===== src/ibcu_pkg.sv =====
// ibcu_pkg: constants, states and carrier structs of the two-wire bus
// control unit; assumes a 125 MHz clock, no reset assumptions of its own.
package ibcu_pkg;

    localparam int IBCU_CLK_MHZ = 125;
    // low period before a slave releases the clock line after pending rises
    localparam int IBCU_TLOW_NS = 4700;
    localparam int IBCU_TLOW_CYC = (IBCU_TLOW_NS * IBCU_CLK_MHZ + 999) / 1000;
    // half period of the generated bus clock
    localparam int IBCU_HALF_NS = 5000;
    localparam int IBCU_HALF_CYC = (IBCU_HALF_NS * IBCU_CLK_MHZ) / 1000;
    localparam int IBCU_CNT_W = 13;

    localparam logic [1:0] IBCU_MODE_BUS = 2'h2;
    localparam logic [1:0] IBCU_SWR_FIRST = 2'h2;
    localparam logic [1:0] IBCU_SWR_SECOND = 2'h1;
    localparam logic [3:0] IBCU_BITS_WORD = 4'h9;

    typedef enum logic [2:0] {
        IBCU_IDLE,
        IBCU_START,
        IBCU_LOW,
        IBCU_HIGH,
        IBCU_STOP_LOW,
        IBCU_STOP_HIGH
    } ibcu_state_t;

    // software writes to the second control register
    typedef struct packed {
        logic master_sel;
        logic transmit_sel;
        logic bus_busy;
        logic pending;
        logic [1:0] iface_mode_sel;
        logic [1:0] soft_reset_field;
    } ibcu_ctrl2_t;

    // status seen by software
    typedef struct packed {
        logic master_sel;
        logic transmit_sel;
        logic bus_busy;
        logic pending;
        logic arb_lost;
        logic addr_matched;
        logic gencall_seen;
        logic last_rx_bit;
    } ibcu_status_t;

endpackage : ibcu_pkg


===== src/ibcu_core.sv =====
// ibcu_core: control and status logic of the two-wire bus interface.
// assumes open-drain pads outside; scl/sda arrive asynchronously.
// Overview of operation
// RL1: 1111 write when idle emits start and byte
// RL2: bus_busy 0 with 111 requests stop
// RL3: software holds control bits until stop appears
// RL4: start sets bus_busy, stop clears it
// RL5: serial_irq clears pending; pending 0 holds clock
// RL6: word end clears pending; buffer access sets it
// RL7: address or general call match clears pending
// RL8: writing 0 to pending is ignored
// RL9: software selects bus mode with pins high
// RL10: rising clock compares data, mismatch loses arbitration
// RL11: arbitration loss forces slave receiver, stops clock
// RL12: buffer access or control write clears arb_lost
// RL13: addr_matched on match or first free word
// RL14: gencall_seen on eight zeros; start/stop clears
// RL15: last_rx_bit samples data on rising clock
// RL16: 10 then 01 soft reset, then done flag
// RL17: own address recognized only in addressing format
// RL18: software enables baud control before use
// RL19: software programs idle behaviour before halt
// RL20: software initialization gives slave receiver mode
// RL21: master nine clocks, ack sampled, irq, direction
// RL22: slave acknowledges own address on 9th clock
`timescale 1ns/1ps
module ibcu_core
    import ibcu_pkg::*;
#(
    parameter int TLOW_CYC = IBCU_TLOW_CYC,
    parameter int HALF_CYC = IBCU_HALF_CYC
) (
    // clock and reset
    input wire logic mclk,
    input wire logic arst_n,
    // control register writes
    input wire logic ctrl2_wr,
    input wire ibcu_pkg::ibcu_ctrl2_t ctrl2_wdata,
    // data buffer access
    input wire logic dbuf_wr,
    input wire logic dbuf_rd,
    input wire logic [7:0] dbuf_wdata,
    // configuration
    input wire logic [6:0] slave_addr,
    input wire logic address_mode_sel,
    input wire logic ack_mode,
    // bus pins, enables low while driving low
    input wire logic scl_in,
    input wire logic sda_in,
    output logic scl_oe_n,
    output logic sda_oe_n,
    // status
    output ibcu_pkg::ibcu_status_t status,
    output logic [1:0] iface_mode_sel,
    output logic [7:0] dbuf_rdata,
    output logic soft_reset_done,
    output logic serial_irq
);
    import ibcu_pkg::*;

    typedef struct packed {
        logic [1:0] scl_s;
        logic [1:0] sda_s;
        logic scl_p;
        logic sda_p;
        ibcu_state_t st;
        logic [IBCU_CNT_W-1:0] cnt;
        logic [3:0] bitn;
        logic [7:0] shreg;
        // direction bit of the address byte, kept apart from the shifter
        logic dir;
        logic [3:0] sbits;
        logic slv_ack;
        logic slv_addr_ph;
        logic sda_drv;
        logic scl_drv;
        logic [IBCU_CNT_W-1:0] rel_cnt;
        logic [1:0] swr_last;
        logic swr_done;
        logic [1:0] mode;
        ibcu_status_t sr;
        logic irq;
    } ibcu_reg_t;

    ibcu_reg_t q, d;

    logic scl, sda, scl_rise, scl_fall, start_ev, stop_ev, acc;
    logic word_end, gcall, own;

    always_comb begin
        d = q;
        scl = q.scl_s[1];
        sda = q.sda_s[1];
        // first stage feeds only the second
        d.scl_s = {q.scl_s[0], scl_in};
        d.sda_s = {q.sda_s[0], sda_in};
        d.scl_p = scl;
        d.sda_p = sda;
        scl_rise = scl && !q.scl_p;
        scl_fall = !scl && q.scl_p;
        start_ev = scl && q.scl_p && q.sda_p && !sda;
        stop_ev = scl && q.scl_p && !q.sda_p && sda;
        acc = dbuf_wr || dbuf_rd;
        d.irq = 1'b0;
        word_end = 1'b0;
        gcall = (q.shreg == 8'h00);
        own = (q.shreg[7:1] == slave_addr) && !address_mode_sel; // RL17

        // bus monitors
        if (start_ev) begin
            d.sr.bus_busy = 1'b1; // RL4
            d.sr.gencall_seen = 1'b0; // RL14
            // the clock fall that closes the start wraps this to zero
            d.sbits = 4'hf;
            d.slv_ack = 1'b0;
            d.slv_addr_ph = 1'b1;
        end else if (stop_ev) begin
            d.sr.bus_busy = 1'b0; // RL4
            d.sr.gencall_seen = 1'b0; // RL14
            d.sr.master_sel = 1'b0;
            d.sr.transmit_sel = 1'b0;
            d.st = IBCU_IDLE;
            d.slv_addr_ph = 1'b0;
            d.sda_drv = 1'b0;
        end
        if (scl_rise) begin
            d.sr.last_rx_bit = sda; // RL15
            // the master sequencer owns the shifter whenever master_sel is set
            if (q.sbits < 4'h8 && !q.sr.master_sel)
                d.shreg = {q.shreg[6:0], sda};
        end
        // arbitration: our output released (1) but line low
        if (scl_rise && q.sr.master_sel && q.sr.transmit_sel
            && !q.sda_drv && !sda && q.bitn < 4'h8) begin
            d.sr.arb_lost = 1'b1; // RL10
            d.sda_drv = 1'b0; // RL10
            d.sr.master_sel = 1'b0; // RL11
            d.sr.transmit_sel = 1'b0; // RL11
            d.scl_drv = 1'b0; // RL11
            d.st = IBCU_IDLE; // RL11
        end
        // slave side word counter on falling edges
        if (scl_fall && !q.sr.master_sel && q.sr.bus_busy) begin
            if (q.sbits == 4'h7) begin
                d.sbits = 4'h8;
                if (q.slv_addr_ph && !address_mode_sel && (own || gcall)) begin
                    d.sda_drv = 1'b1; // RL22
                    d.slv_ack = 1'b1;
                end
            end else if (q.sbits == 4'h8) begin
                d.sbits = 4'h0;
                d.sda_drv = 1'b0;
                if (q.slv_addr_ph) begin
                    d.slv_addr_ph = 1'b0;
                    if (q.slv_ack) begin
                        d.irq = 1'b1; // RL22
                        d.sr.pending = 1'b0; // RL7
                        d.sr.addr_matched = 1'b1; // RL13
                        if (gcall)
                            d.sr.gencall_seen = 1'b1; // RL14
                        else
                            d.sr.transmit_sel = q.shreg[0];
                    end else if (address_mode_sel) begin
                        d.sr.addr_matched = 1'b1; // RL13
                        d.irq = 1'b1;
                        d.sr.pending = 1'b0; // RL6
                    end
                end else if (q.slv_ack) begin
                    d.irq = 1'b1;
                    d.sr.pending = 1'b0; // RL6
                end
            end else begin
                d.sbits = q.sbits + 4'h1;
            end
        end

        // master sequencer
        d.cnt = (q.cnt != '0) ? q.cnt - 1'b1 : '0;
        unique case (q.st)
            IBCU_IDLE: ;
            IBCU_START: if (q.cnt == '0) begin
                d.sda_drv = q.shreg[7] == 1'b0;
                d.dir = q.shreg[0];
                d.scl_drv = 1'b1;
                d.bitn = 4'h0;
                d.cnt = IBCU_CNT_W'(HALF_CYC);
                d.st = IBCU_LOW;
            end
            IBCU_LOW: if (q.cnt == '0 && q.sr.pending) begin
                d.scl_drv = 1'b0;
                d.st = IBCU_HIGH;
                d.cnt = IBCU_CNT_W'(HALF_CYC);
            end
            IBCU_HIGH: if (scl && q.cnt == '0) begin
                d.scl_drv = 1'b1;
                d.cnt = IBCU_CNT_W'(HALF_CYC);
                d.st = IBCU_LOW;
                d.bitn = q.bitn + 4'h1;
                d.shreg = {q.shreg[6:0], 1'b1};
                if (q.bitn == 4'h7)
                    d.sda_drv = !q.sr.transmit_sel && ack_mode;
                else if (q.bitn == IBCU_BITS_WORD - 4'h1) begin
                    word_end = 1'b1; // RL21
                    d.sda_drv = 1'b0;
                    d.bitn = 4'h0;
                end else
                    d.sda_drv = q.sr.transmit_sel && !q.shreg[6];
            end
            IBCU_STOP_LOW: if (q.cnt == '0) begin
                d.scl_drv = 1'b0;
                d.cnt = IBCU_CNT_W'(HALF_CYC);
                d.st = IBCU_STOP_HIGH;
            end
            IBCU_STOP_HIGH: if (scl && q.cnt == '0) begin
                d.sda_drv = 1'b0;
                d.st = IBCU_IDLE;
            end
            default: d.st = IBCU_IDLE;
        endcase
        if (word_end) begin
            d.irq = 1'b1; // RL21
            d.sr.pending = 1'b0; // RL6
            // direction flips only when acknowledged
            if (!sda && q.slv_addr_ph)
                d.sr.transmit_sel = !q.dir; // RL21
            d.slv_addr_ph = 1'b0;
        end
        if (q.irq)
            d.sr.pending = 1'b0; // RL5

        // software accesses
        if (acc) begin
            d.sr.pending = 1'b1; // RL6
            d.sr.arb_lost = 1'b0; // RL12
            d.sr.addr_matched = 1'b0; // RL13
            d.rel_cnt = IBCU_CNT_W'(TLOW_CYC); // RL6
            if (dbuf_wr) begin
                d.shreg = dbuf_wdata;
                if (q.sr.master_sel && q.st == IBCU_LOW)
                    d.sda_drv = q.sr.transmit_sel && !dbuf_wdata[7];
            end
        end else if (q.rel_cnt != '0) begin
            d.rel_cnt = q.rel_cnt - 1'b1;
        end
        if (ctrl2_wr) begin
            d.sr.arb_lost = 1'b0; // RL12
            d.mode = ctrl2_wdata.iface_mode_sel;
            d.swr_last = ctrl2_wdata.soft_reset_field;
            if (ctrl2_wdata.pending) begin
                d.sr.pending = 1'b1; // RL8
                d.rel_cnt = IBCU_CNT_W'(TLOW_CYC);
            end
            if (ctrl2_wdata.master_sel && ctrl2_wdata.transmit_sel
                && ctrl2_wdata.pending) begin
                if (ctrl2_wdata.bus_busy && !q.sr.bus_busy) begin
                    d.sr.master_sel = 1'b1; // RL1
                    d.sr.transmit_sel = 1'b1;
                    d.sda_drv = 1'b1; // RL1
                    d.slv_addr_ph = 1'b1;
                    d.cnt = IBCU_CNT_W'(HALF_CYC);
                    d.st = IBCU_START;
                end else if (!ctrl2_wdata.bus_busy && q.sr.bus_busy) begin
                    d.sda_drv = 1'b1; // RL2
                    d.scl_drv = 1'b1;
                    d.cnt = IBCU_CNT_W'(HALF_CYC);
                    d.st = IBCU_STOP_LOW;
                end
            end
            if (q.swr_last == IBCU_SWR_FIRST
                && ctrl2_wdata.soft_reset_field == IBCU_SWR_SECOND) begin
                d = '0; // RL16
                d.scl_s = q.scl_s;
                d.sda_s = q.sda_s;
                d.scl_p = q.scl_p;
                d.sda_p = q.sda_p;
                d.mode = ctrl2_wdata.iface_mode_sel; // RL16
                d.sr.pending = 1'b1;
                d.swr_done = 1'b1; // RL16
            end
        end
        // pending low holds the clock; slave release waits for the low time after pending rises
        if (!d.sr.pending)
            d.scl_drv = 1'b1; // RL5
        else if (q.rel_cnt == '0 && q.st != IBCU_LOW && q.st != IBCU_STOP_LOW
                 && q.sr.pending && !q.sr.master_sel)
            d.scl_drv = 1'b0; // RL6
        if (q.mode != IBCU_MODE_BUS) begin
            d.scl_drv = 1'b0;
            d.sda_drv = 1'b0;
        end
    end

    always_ff @(posedge mclk or negedge arst_n) begin
        if (!arst_n) begin
            q <= '0;
            q.scl_s <= 2'h3;
            q.sda_s <= 2'h3;
            q.scl_p <= 1'b1;
            q.sda_p <= 1'b1;
            q.sr.pending <= 1'b1;
            q.st <= IBCU_IDLE;
        end else begin
            q <= d;
        end
    end

    assign scl_oe_n = !q.scl_drv;
    assign sda_oe_n = !q.sda_drv;
    assign status = q.sr;
    assign iface_mode_sel = q.mode;
    assign dbuf_rdata = q.shreg;
    assign soft_reset_done = q.swr_done;
    assign serial_irq = q.irq;

endmodule // ibcu_core


===== config.mk =====
export PLATFORM = sky130hd
export DESIGN_NAME = ibcu_core
export DESIGN_NICKNAME = d
export VERILOG_FILES = /design/src/ibcu_pkg.sv /design/src/ibcu_core.sv
export SDC_FILE = /design/constraint.sdc
export NUM_CORES = 1
export LEC_CHECK = 0
export BUFFER_PORTS_ARGS = -buffer_cell sky130_fd_sc_hd__buf_2
export CAP_MARGIN = 20
export CORE_AREA = 2 2 93 95
export DETAILED_ROUTE_END_ITERATION = 10
export DIE_AREA = 0 0 95 97
export PLACE_DENSITY = 0.71
export SLEW_MARGIN = 15
export SYNTH_ARGS = -nofsm -noshare
export SYNTH_HDL_FRONTEND = slang
export SYNTH_SLANG_ARGS = --single-unit

===== constraint.sdc =====
create_clock -name mclk -period 5.35 [get_ports mclk]
set_input_delay 1.3375 -clock mclk [delete_from_list [all_inputs] [get_ports mclk]]
set_output_delay 1.3375 -clock mclk [all_outputs]
set_load 0.03 [all_outputs]

==> results.md <==
Drt:
- The length of the first detailed-routing pass in iterations is 5.
- The detailed router placed between 3000 and 4000 vias in this run.
- The routed wire length is approximately 9.6 mm.
- Once detail routing completed, the nets flagged for antenna violations numbered 0.
- In the routed layout, each cell is associated on average with a via count of a little under 6.
- The final routed wire length divided by cell count is 16.2 µm.
- The residual DRC count is 0.
- In this run, the number of DRC markers left after iteration 0 of detailed routing was 184.

Logic synthesis:
- Synthesis handed over a netlist of roughly 450 instances.
- A synthesized cell averages between 9 and 10 µm².
- The sequential-to-total area share from yosys stat is 0.426.
- For this run, asynchronously set or reset flops after synthesis account for 1.00.
- The number of different library cells in the post-synthesis netlist is 67.
- When the netlist entered floorplanning its net count stood at a little under 500.
- The count of yosys warnings during synthesis is 0.
- Yosys mapped a number of flops with a built-in enable equal to 0.
- The dominant register cell in the synthesized netlist is sky130_fd_sc_hd__dfrtp_1.
- The summed instance area of the synthesized netlist is just over 4000 µm².
- The number of synthesized register bits is 70.

Global route:
- The maximum number of pins on one net before global-route repair is 42.
- The number of antenna violations at the first check in global routing came to 0.
- The number of global-route vias before repair is 3299.
- The overall track demand over capacity in global routing is 0.222.
- The wire length of the first global-routing pass is 16.2 mm.
- The total grt overflow is 0.

Critical path:
- By startpoint and endpoint, the worst setup path is classified as input pin to flop.
- For flop-to-flop paths, the worst setup slack is 2860 ps.
- Along the worst path, the maximum fanout reaches 23.
- The endpoint required time on the critical path is roughly 5600 ps.
- The worst register-to-register path begins at q[48].
- The worst setup path is launched from an input pin.
- The nature of the critical path endpoint is a flop.
- The arrival time reported for the critical path endpoint is approximately 3200 ps.
- The critical register-to-register path endpoint is q[47].
- The count of cells along the worst register-to-register path is 7.

Worst hold path:
- The tightest min-delay check is of the flop to flop type.
- The worst hold path passes through 2 cells.
- The worst hold path terminates at q[66].
- The launch instance of the worst min-delay path is q[66].

Clock tree:
- Clock latency on the worst-skew pair, taken at its later pin, is ~350 ps.
- The clock slew at the register clock pins of the worst setup and hold paths is 70 ps.
- The clock tree buffer depth is 2.
- The H-tree was split into 3 levels.
- TritonCTS built the clock tree.
- Buffers inserted to repair hold after CTS numbered 0.
- Clock tree synthesis selected as its root buffer the cell sky130_fd_sc_hd__clkbuf_8.
- Post-CTS repair changed the size of 0 cells.
- The number of clock buffers added by TritonCTS is 9.
- Once the clock tree was built, the setup fixing pass inserted 0 buffers.
- The count of clock tree sinks is 70.

Final layout:
- The antenna diode count is 0.
- Relative to the synthesized area, the layout overhead comes to 8.91%.
- In the layout the commonest cells are 63 x sky130_fd_sc_hd__dfrtp_1, 53 x sky130_fd_sc_hd__buf_2, 47 x sky130_fd_sc_hd__nor2_1.
- The number of nets in the final layout is a little over 500.
- Measured on the finished design, the core utilization comes to 0.553.
- After filler insertion, the fill cell instance count of the layout stands at around 730.
- In the final layout, the multi-input gates occupy between 2000 and 2500 µm².
- In the final layout, the share of cells above drive strength 1 is 0.187.
- Registers take approximately 1800 µm².
- Leaving out fill and tap cells, the most frequent cell in the layout is sky130_fd_sc_hd__dfrtp_1.

Timing:
- The top achievable clock speed is 0.344 GHz.
- The number of max-slew violations in the final report came to 0.
- Setup repair after global routing left no endpoint under its margin.
- Across the routed clock network, the largest skew measured is approximately 8.5 ps.
- The smallest clock period supported by the final layout is computed as between 2000 and 3000 ps.
- The number of hold-slack violations in the final timing report is 0.
- The sum of negative setup slack is 0 ps.
- The share of the cycle needed by the critical path after routing is 0.543.
- For the pin with the worst max-slew slack, the measured transition is around 800 ps.
- The number of failing setup endpoints in the final timing report is 0.
- The setup slack after layout is between 2000 and 2500 ps.
- The headroom to the max-slew limit is 0.464.

Power and ir drop:
- The leakage component of the power is 1.94 nW.
- Across the VDD grid, the largest voltage drop is ~0.00018 V.
- Dividing total power by cell area gives a power density of 369 nW/µm².
- The total power is between 1.5 and 2 mW.

Floorplan:
- The number of rows in the core area is 33.
- The die is about 97 µm tall.
- The die covers about 9000 µm².
- The die boundary width is 95 µm.
- The initial cell density of the core is 0.508.
- 54 I/O pins were placed.
- After floorplanning, the core was sized to cover between 8000 and 9000 µm².

Place:
- The worst slack after detailed placement is 2060 ps.
- The congestion estimate from routability-driven global placement came to about 0.83.
- The HPWL after detailed placement is 6.64 mm.
- The count of port buffers added during placement is 53.

Outcome:
- The flow ran to the end, and the final reports show no timing, DRC or antenna violations.

Job:
- The number of max-capacitance violations reported is 0.
[through the flow]
step | std cells | instance area, µm² | hold slack, ps
2_1_floorplan | 454 | 4130 | 435
3_3_place_gp | 575 | 4310 | 444
3_5_place_dp | 575 | 4310 | 451
4_1_cts | 591 | 4490 | 462
5_1_grt | 591 | 4500 | 472
6_report | 591 | 4500 | 459
[critical path, cell delays in order]
cell and delay, ps:
sky130_fd_sc_hd__buf_2 110, sky130_fd_sc_hd__nor4bb_1 140, sky130_fd_sc_hd__nand2_1 600, sky130_fd_sc_hd__nand2_1 380, sky130_fd_sc_hd__or4_1 550, sky130_fd_sc_hd__nand2_1 80
[report_power, final]
part	switching, mW	leakage (nW)	total, mW	internal (mW)
registers	0.156	0.858	0.795	0.639
clock network	0.200	0.0921	0.391	0.191
logic	0.264	0.987	0.472	0.208
total	0.620	1.94	1.66	1.04
[cells by family after synthesis]
family | after synthesis | synth area share
AO/OA/AOI/OAI | 99 | 0.155
XOR/XNOR | 25 | 0.0530
adder cells (fa/ha/maj) | 6 | 0.0182
buffers and inverters | 55 | 0.0697
flip-flops | 70 | 0.426
multiplexers | 5 | 0.0130
AND/OR/NAND/NOR | 194 | 0.265
[synth_stat cells, drive strengths merged (4+ instances only)]
library cell	count	area, µm²
dfrtp	63	1580
ha	6	75.1
nand3	13	65.1
nor4	8	50.1
or4	4	31.3
nor4b	5	58.8
nand4b	9	78.8
xnor2	12	105
dfstp	7	184
nor2	47	176
and2	5	31.3
nand3b	8	72.6
a211oi	12	95.1
o21ai	24	120
nand4	8	50.1
xor2	13	114
a21oi	25	125
a31oi	6	37.5
nand2b	7	43.8
a21boi	4	30.0
nand2	38	143
o211ai	4	30.0
inv	16	60.1
buf	22	164
nor3	17	95.1
clkbuf	17	63.8
nor2b	4	25.0
[routing by layer]
metal	up-vias	global-route usage	wire, µm
met5	-	0	0
met4	0	0.0959	245
met3	19	0.0374	418
met2	89	0.345	4580
met1	1624	0.303	4310
li1	1687	-	-
[registers in the layout (all words and copies together) (netlist names)]
| signal | cells |
|---|---|
| status | 8 |
| q | 50 |
| soft_reset_done | 1 |
| serial_irq | 1 |
| iface_mode_sel | 2 |
| dbuf_rdata | 8 |
[how the worst max path moves through the flow]
stage / from / endpoint / slack (ps) / depth (start not counted)
after detailed placement: ctrl2_wdata[0] / q[25] / 2060 / 6
after global routing: ctrl2_wdata[0] / q[25] / 2290 / 6
after global placement: ctrl2_wdata[0] / q[25] / 2060 / 6
after floorplan: ctrl2_wr / q[25] / 2660 / 5
after CTS: ctrl2_wdata[0] / q[25] / 2410 / 6
final: ctrl2_wdata[0] / q[25] / 2440 / 6
[cell type report]
| class | instances | area share |
|---|---|---|
| repair buffers | 55 | 0.0623 |
| clock buffers | 12 | 0.0345 |
| clock inverters | 4 | 0.00501 |
| multi-input cells | 329 | 0.464 |
| well taps | 105 | 0.0292 |
| flip-flops and latches | 70 | 0.391 |
| inverters | 16 | 0.0134 |
(Power assumes the default switching activity.)
